`config.mk`:
```
export PLATFORM = sky130hd
export DESIGN_NAME = dtm_timing_ctrl
export DESIGN_NICKNAME = d
export VERILOG_FILES = /design/src/dtm_pkg.sv /design/src/dtm_timing_ctrl.sv
export SDC_FILE = /design/constraint.sdc
export NUM_CORES = 1
export LEC_CHECK = 0
export BUFFER_PORTS_ARGS = -buffer_cell sky130_fd_sc_hd__buf_2
export CAP_MARGIN = 15
export CORE_ASPECT_RATIO = 1.75
export CORE_MARGIN = 2
export CORE_UTILIZATION = 37
export DETAILED_ROUTE_END_ITERATION = 12
export GPL_TIMING_DRIVEN = 0
export PLACE_DENSITY_LB_ADDON = 0.15
export SYNTH_ARGS = -nofsm -noshare
export SYNTH_HDL_FRONTEND = slang
export SYNTH_SLANG_ARGS = --single-unit
```
`constraint.sdc`:
```
create_clock -name sys_clk_in -period 10.47 [get_ports sys_clk_in]
set_clock_uncertainty 0.1 [all_clocks]
set_input_delay 0 -clock sys_clk_in [delete_from_list [all_inputs] [get_ports sys_clk_in]]
set_output_delay 0 -clock sys_clk_in [all_outputs]
set_load 0.05 [all_outputs]
```
`src/dtm_pkg.sv`:
```
// Package for the loop timing-mode control block
package dtm_pkg;

    // ========================================
    // Register byte offsets
    localparam logic [7:0] DTM_OFF_LOOP_CTRL   = 8'h00;
    localparam logic [7:0] DTM_OFF_REF_CHANGE  = 8'h04;
    localparam logic [7:0] DTM_OFF_DELTA_FREQ  = 8'h08;
    localparam logic [7:0] DTM_OFF_CENTRE_FREQ = 8'h0c;
    localparam logic [7:0] DTM_OFF_LOCK_THR    = 8'h10;
    localparam logic [7:0] DTM_OFF_STATUS      = 8'h14;
    localparam logic [7:0] DTM_OFF_FREQ_NOW    = 8'h18;

    // ========================================
    // Loop control fields
    localparam int DTM_LC_IRM_BIT = 0;
    localparam int DTM_LC_SWE_BIT = 3;
    localparam int DTM_LC_SWF_BIT = 4;

    // ========================================
    // Reference change control fields
    localparam int DTM_RC_MODE_LSB = 0;
    localparam int DTM_RC_REF_LSB  = 4;
    localparam int DTM_RC_PMS_LSB  = 8;

    // ========================================
    // Reset values
    localparam logic [31:0] DTM_RST_LOOP_CTRL   = 32'h0000_0000;
    localparam logic [31:0] DTM_RST_REF_CHANGE  = 32'h0000_0003;
    localparam logic [31:0] DTM_RST_CENTRE_FREQ = 32'h0800_0000;
    localparam logic [15:0] DTM_RST_LOCK_THR    = 16'h0040;

    // ========================================
    // Preference selector codes
    localparam logic [2:0] DTM_PMS_ROUND_ROBIN = 3'h0;
    localparam logic [2:0] DTM_PMS_PREFERRED   = 3'h1;

    // ========================================
    // Timing
    localparam int DTM_CLK_MHZ      = 200;
    localparam int DTM_LOCK_INT_US  = 4000;
    localparam int DTM_LOCK_CYC     = DTM_LOCK_INT_US * DTM_CLK_MHZ;
    localparam int DTM_HOLD_SAVE_CYC = DTM_LOCK_CYC;
    localparam int DTM_STEP_SHIFT   = 4;

    // Requested timing mode
    typedef enum logic [1:0] {
        DTM_REQ_NORMAL   = 2'b00,
        DTM_REQ_HOLDOVER = 2'b01,
        DTM_REQ_AUTO     = 2'b10,
        DTM_REQ_FREERUN  = 2'b11
    } dtm_req_t;

    // Operating state
    typedef enum logic [2:0] {
        DTM_ST_RESET    = 3'b000,
        DTM_ST_FREERUN  = 3'b001,
        DTM_ST_NORMAL   = 3'b010,
        DTM_ST_HOLDOVER = 3'b011
    } dtm_state_t;

endpackage

```
`src/dtm_timing_ctrl.sv`:
```
// Loop timing-mode and reference-selection control with APB registers
`timescale 1ns/10ps

module dtm_timing_ctrl #(
    parameter int unsigned LOCK_CYC  = dtm_pkg::DTM_LOCK_CYC,
    parameter int unsigned SAVE_CYC  = dtm_pkg::DTM_HOLD_SAVE_CYC,
    parameter int unsigned NCO_W     = 32
) (
    // Clock and reset
    input  wire logic              sys_clk_in,
    input  wire logic              arst_n_in,
    // APB slave
    input  wire logic              psel_in,
    input  wire logic              penable_in,
    input  wire logic              pwrite_in,
    input  wire logic [7:0]        paddr_in,
    input  wire logic [31:0]       pwdata_in,
    output logic      [31:0]       prdata_out,
    output logic                   pready_out,
    output logic                   pslverr_out,
    // Reference side
    input  wire logic [3:0]        timing_ref_inputs_in,
    input  wire logic [3:0]        ref_valid_in,
    input  wire logic [15:0]       phase_err_in,
    // Loop outputs
    output logic [NCO_W-1:0]       nco_freq_out,
    output logic [1:0]             active_ref_out,
    output logic                   loop_run_out,
    output logic                   track_ref_out,
    output logic                   locked_out,
    output logic [5:0]             out_clk_en_out,
    output logic [4:0]             frame_pulse_en_out
);

    // ========================================
    // State
    typedef struct packed {
        logic [3:0]       ref_s1;
        logic [3:0]       ref_s2;
        logic [3:0]       val_s1;
        logic [3:0]       val_s2;
        logic [31:0]      loop_control_reg;
        logic [31:0]      reference_change_control;
        logic [31:0]      soft_delta_freq_reg;
        logic [31:0]      centre_q;
        logic [15:0]      lock_thr;
        dtm_pkg::dtm_state_t st;
        logic [1:0]       act_ref;
        logic [NCO_W-1:0] freq;
        logic [NCO_W-1:0] save_new;
        logic [NCO_W-1:0] save_old;
        logic [31:0]      save_cnt;
        logic [31:0]      lock_cnt;
        logic             lock_ok;
        logic             locked;
        logic [31:0]      rdata;
        logic             ready;
        logic             slverr;
        logic [NCO_W-1:0] freq_o;
        logic [1:0]       ref_o;
        logic             run_o;
        logic             trk_o;
        logic [5:0]       ck_en;
        logic [4:0]       fp_en;
    } dtm_regs_t;

    dtm_regs_t r_q;
    dtm_regs_t r_d;

    logic             setup_c;
    logic [2:0]       pms_c;
    logic [1:0]       mode_c;
    logic [1:0]       fref_c;
    logic             irm_c;
    logic             swe_c;
    logic             swf_c;
    logic [1:0]       nxt_c;
    logic             nxt_ok_c;
    logic [NCO_W-1:0] target_c;
    logic [NCO_W-1:0] diff_c;
    logic [3:0]       rv_c;

    // ========================================
    // Next-state logic
    always_comb begin
        r_d = r_q;
        // Pin synchronisers
        r_d.ref_s1 = timing_ref_inputs_in;
        r_d.ref_s2 = r_q.ref_s1;
        r_d.val_s1 = ref_valid_in;
        r_d.val_s2 = r_q.val_s1;
        rv_c = r_q.val_s2;

        irm_c  = r_q.loop_control_reg[dtm_pkg::DTM_LC_IRM_BIT];
        swe_c  = r_q.loop_control_reg[dtm_pkg::DTM_LC_SWE_BIT];
        swf_c  = r_q.loop_control_reg[dtm_pkg::DTM_LC_SWF_BIT];
        mode_c = r_q.reference_change_control[dtm_pkg::DTM_RC_MODE_LSB +: 2];
        fref_c = r_q.reference_change_control[dtm_pkg::DTM_RC_REF_LSB +: 2];
        pms_c  = r_q.reference_change_control[dtm_pkg::DTM_RC_PMS_LSB +: 3];

        // APB access, single wait-free cycle
        setup_c = psel_in && !penable_in;
        r_d.ready = setup_c;
        r_d.slverr = 1'b0;
        r_d.rdata = 32'h0000_0000;
        if (setup_c) begin
            if (pwrite_in) begin
                case (paddr_in)
                    dtm_pkg::DTM_OFF_LOOP_CTRL:
                        r_d.loop_control_reg = pwdata_in & 32'h0000_0019;
                    dtm_pkg::DTM_OFF_REF_CHANGE:
                        r_d.reference_change_control = pwdata_in
                            & 32'h0000_0733;
                    dtm_pkg::DTM_OFF_DELTA_FREQ:
                        r_d.soft_delta_freq_reg = pwdata_in;
                    dtm_pkg::DTM_OFF_CENTRE_FREQ:
                        r_d.centre_q = pwdata_in;
                    dtm_pkg::DTM_OFF_LOCK_THR:
                        r_d.lock_thr = pwdata_in[15:0];
                    dtm_pkg::DTM_OFF_STATUS,
                    dtm_pkg::DTM_OFF_FREQ_NOW: begin
                    end
                    default: r_d.slverr = 1'b1;
                endcase
            end else begin
                case (paddr_in)
                    dtm_pkg::DTM_OFF_LOOP_CTRL:
                        r_d.rdata = r_q.loop_control_reg;
                    dtm_pkg::DTM_OFF_REF_CHANGE:
                        r_d.rdata = r_q.reference_change_control;
                    dtm_pkg::DTM_OFF_DELTA_FREQ:
                        r_d.rdata = r_q.soft_delta_freq_reg;
                    dtm_pkg::DTM_OFF_CENTRE_FREQ:
                        r_d.rdata = r_q.centre_q;
                    dtm_pkg::DTM_OFF_LOCK_THR:
                        r_d.rdata = {16'h0000, r_q.lock_thr};
                    dtm_pkg::DTM_OFF_STATUS:
                        r_d.rdata = {20'h00000, rv_c, 1'b0, r_q.locked,
                                     r_q.act_ref, 1'b0, r_q.st};
                    dtm_pkg::DTM_OFF_FREQ_NOW:
                        r_d.rdata = 32'(r_q.freq);
                    default: r_d.slverr = 1'b1;
                endcase
            end
        end

        // Next candidate in search order
        // round robin order; preferred mode tries fref_c, then fref_c + 1 only
        nxt_c = r_q.act_ref + 2'h1;
        nxt_ok_c = 1'b0;
        if (pms_c == dtm_pkg::DTM_PMS_PREFERRED) begin
            if (rv_c[fref_c]) begin
                nxt_c = fref_c;
                nxt_ok_c = 1'b1;
            end else if (rv_c[2'(fref_c + 2'h1)]) begin
                nxt_c = 2'(fref_c + 2'h1);
                nxt_ok_c = 1'b1;
            end
        end else begin
            for (int i = 1; i <= 4; i++) begin
                if (!nxt_ok_c && rv_c[2'(r_q.act_ref + 2'(i))]) begin
                    nxt_c = 2'(r_q.act_ref + 2'(i));
                    nxt_ok_c = 1'b1;
                end
            end
        end

        // Mode state machine
        // mode selection
        case (r_q.st)
            dtm_pkg::DTM_ST_RESET,
            dtm_pkg::DTM_ST_FREERUN,
            dtm_pkg::DTM_ST_NORMAL,
            dtm_pkg::DTM_ST_HOLDOVER: begin
                case (dtm_pkg::dtm_req_t'(mode_c))
                    dtm_pkg::DTM_REQ_NORMAL: begin
                        r_d.st = dtm_pkg::DTM_ST_NORMAL;
                        r_d.act_ref = fref_c;
                    end
                    dtm_pkg::DTM_REQ_HOLDOVER:
                        r_d.st = dtm_pkg::DTM_ST_HOLDOVER;
                    dtm_pkg::DTM_REQ_AUTO: begin
                        if (r_q.st == dtm_pkg::DTM_ST_NORMAL
                            && rv_c[r_q.act_ref]
                            && (pms_c != dtm_pkg::DTM_PMS_PREFERRED
                                || r_q.act_ref == fref_c
                                || !rv_c[fref_c])) begin
                            r_d.st = dtm_pkg::DTM_ST_NORMAL;
                        end else if (nxt_ok_c) begin
                            r_d.st = dtm_pkg::DTM_ST_NORMAL;
                            r_d.act_ref = nxt_c;
                        end else begin
                            r_d.st = dtm_pkg::DTM_ST_HOLDOVER;
                        end
                    end
                    default: r_d.st = dtm_pkg::DTM_ST_FREERUN;
                endcase
            end
            default: r_d.st = dtm_pkg::DTM_ST_FREERUN;
        endcase
        if (irm_c) begin
            r_d.st = dtm_pkg::DTM_ST_RESET;
        end

        // Frequency word
        target_c = NCO_W'(r_q.centre_q);
        diff_c = '0;
        case (r_q.st)
            dtm_pkg::DTM_ST_NORMAL: begin
                r_d.freq = r_q.freq + NCO_W'({{16{phase_err_in[15]}},
                    phase_err_in} >>> dtm_pkg::DTM_STEP_SHIFT);
                if (r_q.save_cnt >= SAVE_CYC - 1) begin
                    r_d.save_cnt = '0;
                    r_d.save_old = r_q.save_new;
                    r_d.save_new = r_q.freq;
                end else begin
                    r_d.save_cnt = r_q.save_cnt + 32'h1;
                end
            end
            dtm_pkg::DTM_ST_HOLDOVER: begin
                r_d.freq = r_q.save_old;
            end
            dtm_pkg::DTM_ST_FREERUN: begin
                if (swe_c) begin
                    target_c = NCO_W'(r_q.centre_q
                        + r_q.soft_delta_freq_reg);
                end
                if (swe_c && swf_c) begin
                    r_d.freq = target_c;
                end else if (swe_c) begin
                    diff_c = target_c - r_q.freq;
                    r_d.freq = r_q.freq + NCO_W'($signed(diff_c)
                        >>> dtm_pkg::DTM_STEP_SHIFT);
                    if (diff_c != '0 && r_d.freq == r_q.freq) begin
                        r_d.freq = target_c;
                    end
                end else begin
                    r_d.freq = target_c;
                end
            end
            default: r_d.freq = r_q.freq;
        endcase

        r_d.lock_cnt = r_q.lock_cnt + 32'h1;
        if (r_q.st != dtm_pkg::DTM_ST_NORMAL) begin
            r_d.lock_cnt = '0;
            r_d.lock_ok = 1'b1;
            r_d.locked = 1'b0;
        end else begin
            if ((phase_err_in[15] ? 16'(-phase_err_in) : phase_err_in)
                >= r_q.lock_thr) begin
                r_d.lock_ok = 1'b0;
            end
            if (r_q.lock_cnt >= LOCK_CYC - 1) begin
                r_d.lock_cnt = '0;
                r_d.locked = r_q.lock_ok;
                r_d.lock_ok = 1'b1;
            end
        end

        // Registered outputs
        r_d.freq_o = r_q.freq;
        r_d.ref_o = r_q.act_ref;
        r_d.run_o = (r_q.st != dtm_pkg::DTM_ST_RESET);
        r_d.trk_o = (r_q.st == dtm_pkg::DTM_ST_NORMAL);
        r_d.ck_en = r_d.run_o ? 6'h3f : 6'h00;
        r_d.fp_en = r_d.run_o ? 5'h1f : 5'h00;
    end

    // ========================================
    // State register
    always_ff @(posedge sys_clk_in or negedge arst_n_in) begin
        if (!arst_n_in) begin
            r_q <= '0;
            r_q.loop_control_reg <= dtm_pkg::DTM_RST_LOOP_CTRL;
            r_q.reference_change_control <= dtm_pkg::DTM_RST_REF_CHANGE;
            r_q.centre_q <= dtm_pkg::DTM_RST_CENTRE_FREQ;
            r_q.lock_thr <= dtm_pkg::DTM_RST_LOCK_THR;
            r_q.st <= dtm_pkg::DTM_ST_FREERUN;
            r_q.lock_ok <= 1'b1;
        end else begin
            r_q <= r_d;
        end
    end

    assign prdata_out         = r_q.rdata;
    assign pready_out         = r_q.ready;
    assign pslverr_out        = r_q.slverr;
    assign nco_freq_out       = r_q.freq_o;
    assign active_ref_out     = r_q.ref_o;
    assign loop_run_out       = r_q.run_o;
    assign track_ref_out      = r_q.trk_o;
    assign locked_out         = r_q.locked;
    assign out_clk_en_out     = r_q.ck_en;
    assign frame_pulse_en_out = r_q.fp_en;

endmodule

```
# After elaboration in Yosys (flattened, before gate mapping)
# Cells that the tools add are included.
# word_totals
wordCells,151
input_bits,69
reg_bits,346
# classes
reduce_logical,33
addsub,11
n_eq_ne,19
order_cmp,9
mux,54
# op_table
op,n
32-bit two-way mux,8
32-bit case mux with 7 select lines,1
32-bit case mux with 3 select lines,1
34-bit two-way mux,2
"32-bit by 1-bit adder with 32-bit output, second input constant",2
32-bit adder,2
"32-bit by 20-bit greater-or-equal comparator with 1-bit output, second input constant",2
32-bit by 28-bit adder with 32-bit output,1
32-bit == test,1
32-bit nonzero test,1
32-bit subtractor,1
"8-bit by 5-bit == test with 1-bit output, second input constant",3
1-bit two-way mux,21
"2-bit by 3-bit < comparator with 1-bit output, second input constant",6
"8-bit by 4-bit == test with 1-bit output, second input constant",2
16-bit greater-or-equal comparator,1
16-bit two-way mux,1
2-bit two-way mux,8
16-bit negator,1
3-bit AND reduction,5
1-bit binary-select mux with 2-bit select,6
3-bit nonzero test,3
"8-bit by 3-bit == test with 1-bit output, second input constant",1
1-bit logical AND,8
26 further kinds,38

# Longest topological paths before layout
# logic_depth
depth_word,22
depth_mapped,38
ltp_nobuf,36

# Worst setup path before layout
# Ideal clock, no wire load.
# synth_timing
kind,register to register
from,reg r_q[264] in the netlist's numbering
to,"reg r_q, in the netlist r_d[43]"
path_stages_with_launch,36
t_required_ns,10.228
arrival_time_ns,7.975
path_slack_ns,2.254
period_less_slack_ns,8.216
path_cell_list,dfrtp_1 -> ha_1 -> fa_1 -> a21o_1 -> a21oi_1 -> nor3_1 -> a211oi_1 -> o21ai_0 -> a221o_1 -> a21o_1 -> a21oi_1 -> xnor2_1 -> mux2_2 -> ha_1 -> clkbuf_1 -> a21oi_1 -> o21bai_1 -> a22o_1 -> or3_1 -> o22ai_1 -> mux2_2 -> a211oi_1 -> nor2_1 -> ha_1 -> a21o_1 -> a211oi_1 -> o311ai_0 -> nor3_1 -> nand4_1 -> nor4_1 -> nand4_1 -> nor4_4 -> nand2_4 -> mux2_1 -> o2111ai_1 -> a22oi_1
# synth_via
elab_chain_cells,11
elab_cells_between_ends,12
cone_classes,3 x add/sub; 1 x eq/ne; 6 x mux; 2 x reduce/logical
# synth_lines
item,line,rtl
"start, declared",dtm_timing_ctrl.sv:67,dtm_regs_t r_q;
"start signal, assigned",dtm_timing_ctrl.sv:282,r_q <= r_d;
32-bit adder,dtm_timing_ctrl.sv:226,+ r_q.soft_delta_freq_reg);
32-bit two-way mux *,dtm_timing_ctrl.sv:224,if (swe_c) begin
32-bit two-way mux *,dtm_timing_ctrl.sv:208,case (r_q.st)
32-bit subtractor,dtm_timing_ctrl.sv:231,diff_c = target_c - r_q.freq;
32-bit adder,dtm_timing_ctrl.sv:232,r_d.freq = r_q.freq + NCO_W'($signed(diff_c)
32-bit == test,dtm_timing_ctrl.sv:234,if (diff_c != '0 && r_d.freq == r_q.freq) begin
1-bit logical AND,dtm_timing_ctrl.sv:234,
32-bit two-way mux,dtm_timing_ctrl.sv:234,
32-bit two-way mux,dtm_timing_ctrl.sv:230,end else if (swe_c) begin
32-bit two-way mux *,dtm_timing_ctrl.sv:228,if (swe_c && swf_c) begin
32-bit case mux with 3 select lines *,dtm_timing_ctrl.sv:208,
# Mark *: on every way between the ends. The rest lies on a longest branch, timed or not. The select of a mux whose other input is x is not followed.
# A chain may end at the register's enable or synchronous reset.

# Worst setup path after layout
# layout_timing
from,reg r_q[264] in the netlist's numbering
to,"reg r_q, in the netlist r_d[42]"
# Same word-level chain as after synthesis.

==> results.txt <==
The die height came out at between 300 and 400 um. The area overhead of the layout relative to synthesis is 16.3%. The count of nets after finishing is 3133. After synthesis the cells add up to 23700 um^2. The largest total area in the synthesized netlist belongs to sky130_fd_sc_hd__dfrtp_1.

The clock root buffer master is sky130_fd_sc_hd__clkbuf_16. Wires add up to 94700 um. The sink count of the clock tree is 334.

The cell family contributing the most delay on the critical path is compound AO/OA/AOI/OAI gates. After layout, the worst path uses 95.9% of the clock period. The number of logic stages on the critical path including buffering came out at 36. The routed via count divided by cell count came out at 5.81.

The share of cells above drive strength 1 is roughly 16%. The max-slew violation count came out at 0. The per-cell routed wire length came out at 25.3 um. The slew at the pin with the worst max-slew slack is 1.17 ns. The remaining design rule violation count came out at 0.

The share of flip-flops with an asynchronous set or reset is 100%. The wire length of the first global-routing pass is 140000 um. Tracing the worst setup path back leads to its startpoint at r_q[264]. The most critical setup path has its endpoint at r_d[42]. The number of placed instances with taps included came out at 3621. The final design area excluding fillers is 27600 um^2.

The endpoint identified for the worst register-to-register timing path is r_d[42]. The unique cell type count in the Yosys netlist came out at around 100. between 150 and 200 I/O pins were placed. The filler cells instantiated in the layout total ~6.3k.

The clock period minus worst slack came out at 10.04 ns. The number of H-tree levels came out at 2. The maximum buffer depth of the clock tree came out at 3. Clock latency on the worst-skew pair, taken at its later pin, is 0.60 ns.

The arrival time of the worst setup path is 10.42 ns. The total congestion overflow came out at 0. The maximum resistive drop on vdd is 0.000130 V. The count of cells along the worst register-to-register path is 36.

The initial antenna violation count is 0. The number of enable-type register cells in the synthesized netlist came out at 0. By instance count, the leading cell after synthesis is sky130_fd_sc_hd__dfrtp_1. The worst setup path is of the reg -> reg kind. The startpoint type of the worst setup path is a flop. The total power divided by cell area came out at 288 nW/um^2. The critical path contains buffers and inverters numbering 2 combined. The initialized floorplan defines between 100 and 150 standard-cell rows. The fraction of the core area covered by cells at the end of the flow is 43.5%. The placed instances occupy a cell area of 25600 um^2. TritonCTS built the clock tree. The register-to-register setup slack came out at 0.43 ns. The via count of the routed design is 21.7k. The maximum number of pins on one net before global-route repair came out at 109. The die area is 66200 um^2. For this run, the top clock speed supported by timing is 0.0996 GHz. The primary flip-flop cell chosen by synthesis mapping is sky130_fd_sc_hd__dfrtp_1. The effective utilization at floorplan came out at 37.4%.

The commonest cells after synthesis are sky130_fd_sc_hd__dfrtp_1, sky130_fd_sc_hd__nand2_1, sky130_fd_sc_hd__nor2_1. The slowest stage of the critical path belongs to the cell sky130_fd_sc_hd__nor4_4. Once routing completed, OpenROAD measured the worst setup slack at 0.429 ns. The analysis attributes to cell leakage a power of 12.8 nW. The number of global-route vias before repair came out at ~22k. At the placement stage, the worst setup path has a slack of -1.09 ns. The initial DRC count came out at 1429. The quantity of I/O buffers inserted on ports is 146. The mean post-synth cell area came out at 8.93 um^2. The number of instances in the synthesized netlist came out at 2655.

Sorting the synthesized cells by area gives the leading types as sky130_fd_sc_hd__dfrtp_1, sky130_fd_sc_hd__ha_1, sky130_fd_sc_hd__mux2_2, sky130_fd_sc_hd__nand2_1, sky130_fd_sc_hd__a21oi_1. Sequential cells were found to cover roughly a third of the synthesized design area. Leaving out filler cells and counting taps, the final layout contains 3746. The worst setup path is captured at a flop.

The maximum fanout along the worst path came out at 9. The weighted congestion reported at the end of routability-driven placement is 0.966. The fraction of synthesized cell area taken by the top area cell type came out at 34.6%. The total count of hold-check failures in the final report is 0. The area of the core is 63300 um^2. The data required time at the worst endpoint came out at between 10 and 15 ns. The flow ran to the end, and the final reports show no timing, DRC or antenna violations. The warning count from the yosys run is 0. The path category of the worst min-delay check is in -> reg.

The final antenna diode count is 0. Detailed placement ended at an HPWL of 76100 um. The number of clock buffers inserted by TritonCTS is 37.

Across every metal layer, demand over resource in global routing totals 28.4%. The headroom to the max-slew limit is 22.3%. Setup repair after global routing left no endpoint under its margin. The final setup violation count came out at 0. In this run the critical register-to-register path is launched from r_q[264]. In this run, synthesis produced a sequential element count of between 300 and 400.

Across all hold checks on the routed design, the worst slack comes to 0.0397 ns. The maximum cell stage delay along the critical path came out at about 0.44 ns. The die span in x came out at 195 um. Across the run, the number of max-cap violations was 0. The clock-pin slew of the registers on the worst-case setup and hold paths is 0.07 ns. The remaining number of nets flagged by the antenna check after routing is 0. The number of optimization iterations in the first detailed-route pass came out at 5.
## through the flow
step | total power, mW | setup TNS (ns)
after global routing | 8.35 | 0
after floorplan | 4.89 | 0
after CTS | 7.86 | 0
after global placement | 6.37 | -15.07
final | 7.93 | 0
after detailed placement | 6.38 | -14.68
## cell type report
class / count / area [um^2] / share of cell area [%]
well taps: 806 / 1010 / 3.66
inverters: 93 / 349 / 1.27
clock buffers: 50 / 1050 / 3.79
plain buffers: 197 / 1060 / 3.84
clock inverters: 16 / 229 / 0.831
multi-input cells: 2041 / 14100 / 51.1
flip-flops and latches: 334 / 8370 / 30.3
repair buffers: 209 / 1430 / 5.20
## worst min path at each step
stage / from / endpoint / slack (ns) / depth (start not counted)
after floorplan: arst_n_in / active_ref_out[0] / -0.40 / 0
after global placement: ref_valid_in[0] / r_d[392] / 0.009 / 1
after detailed placement: arst_n_in / r_q[96] / -0.17 / 1
after CTS: psel_in / r_q[248] / 0.004 / 5
after global routing: psel_in / r_q[248] / 0.08 / 5
final: paddr_in[2] / prdata_out[0] / 0.04 / 6
## report_power, final
| part | leakage [nW] | internal (mW) | total (mW) | switching, mW |
|---|---|---|---|---|
| combinational | 7.81 | 1.69 | 4.79 | 3.10 |
| clock | 0.621 | 0.811 | 1.40 | 0.594 |
| sequential | 4.34 | 1.44 | 1.74 | 0.297 |
| total | 12.8 | 3.94 | 7.93 | 3.99 |
## placed cells by master (no fill, tap or decap), types with 23 or more instances in the layout
cell / n
sky130_fd_sc_hd__nand3_1: 72
sky130_fd_sc_hd__xnor2_1: 95
sky130_fd_sc_hd__dfrtp_1: 328
sky130_fd_sc_hd__o211ai_1: 27
sky130_fd_sc_hd__nor4_1: 23
sky130_fd_sc_hd__nor2_1: 177
sky130_fd_sc_hd__mux2i_1: 24
sky130_fd_sc_hd__buf_4: 81
sky130_fd_sc_hd__a21oi_1: 172
sky130_fd_sc_hd__clkbuf_1: 105
sky130_fd_sc_hd__ha_1: 146
sky130_fd_sc_hd__a21o_1: 67
sky130_fd_sc_hd__buf_2: 160
sky130_fd_sc_hd__clkbuf_16: 38
sky130_fd_sc_hd__nand4_1: 29
sky130_fd_sc_hd__nand2b_1: 29
sky130_fd_sc_hd__a211oi_1: 23
sky130_fd_sc_hd__o21ai_0: 146
sky130_fd_sc_hd__xor2_1: 63
sky130_fd_sc_hd__a31oi_1: 28
sky130_fd_sc_hd__nor2b_1: 23
sky130_fd_sc_hd__inv_1: 93
sky130_fd_sc_hd__mux2_2: 105
sky130_fd_sc_hd__a22oi_1: 48
sky130_fd_sc_hd__nor3_1: 38
sky130_fd_sc_hd__and3_1: 34
sky130_fd_sc_hd__nand2_1: 304
sky130_fd_sc_hd__dlygate4sd3_1: 56
## cell families after synthesis
group,count (synthesis),synth area share (%)
xor+xnor,161,6.09
mux,132,6.19
fa+ha+maj,151,8.09
simple gates,814,16.2
buf+inv,291,5.95
flops,334,35.3
compound gates,771,22.1
other cells,1,0.0158
## layer usage
layer  share of wire [%]  up-vias  global-route usage, %
met2                  52      712                   52.8
li1                    -    10100                      -
met5                   0        -                      0
met3                 3.9      230                   2.96
met4                 7.4        0                   18.5
met1                  37    10700                   30.1
## what timing repair did
item,4_1_cts,5_1_grt
pin swaps,1,1
resized for setup,6,13
setup buffers,1,2
hold buffers,57,0
hold endpoints to repair,327,0
setup endpoints to repair,32,32
## state kept, by name (all words and copies together), names as in the netlist
| signal | cells |
|---|---|
| pslverr_out | 1 |
| pms_c | 3 |
| track_ref_out | 1 |
| rv_c | 4 |
| nco_freq_out | 32 |
| r_q | 213 |
| locked_out | 1 |
| pready_out | 1 |
| prdata_out | 32 |
| r_d | 38 |
| active_ref_out | 2 |
| frame_pulse_en_out | 1 |
| irm_c | 1 |
| mode_c | 2 |
| fref_c | 2 |
## worst register-to-register path, delay by kind of cell, from the launching register on
| kind | cells | cell delay, ns |
|---|---|---|
| AO/OA/AOI/OAI | 19 | 4.77 |
| adder cells (fa/ha/maj) | 4 | 1.32 |
| flip-flops | 1 | 0.41 |
| buffers and inverters | 2 | 0.45 |
| XOR/XNOR | 1 | 0.12 |
| multiplexers | 2 | 0.71 |
| AND/OR/NAND/NOR | 8 | 2.06 |
(Power assumes the default switching activity.)
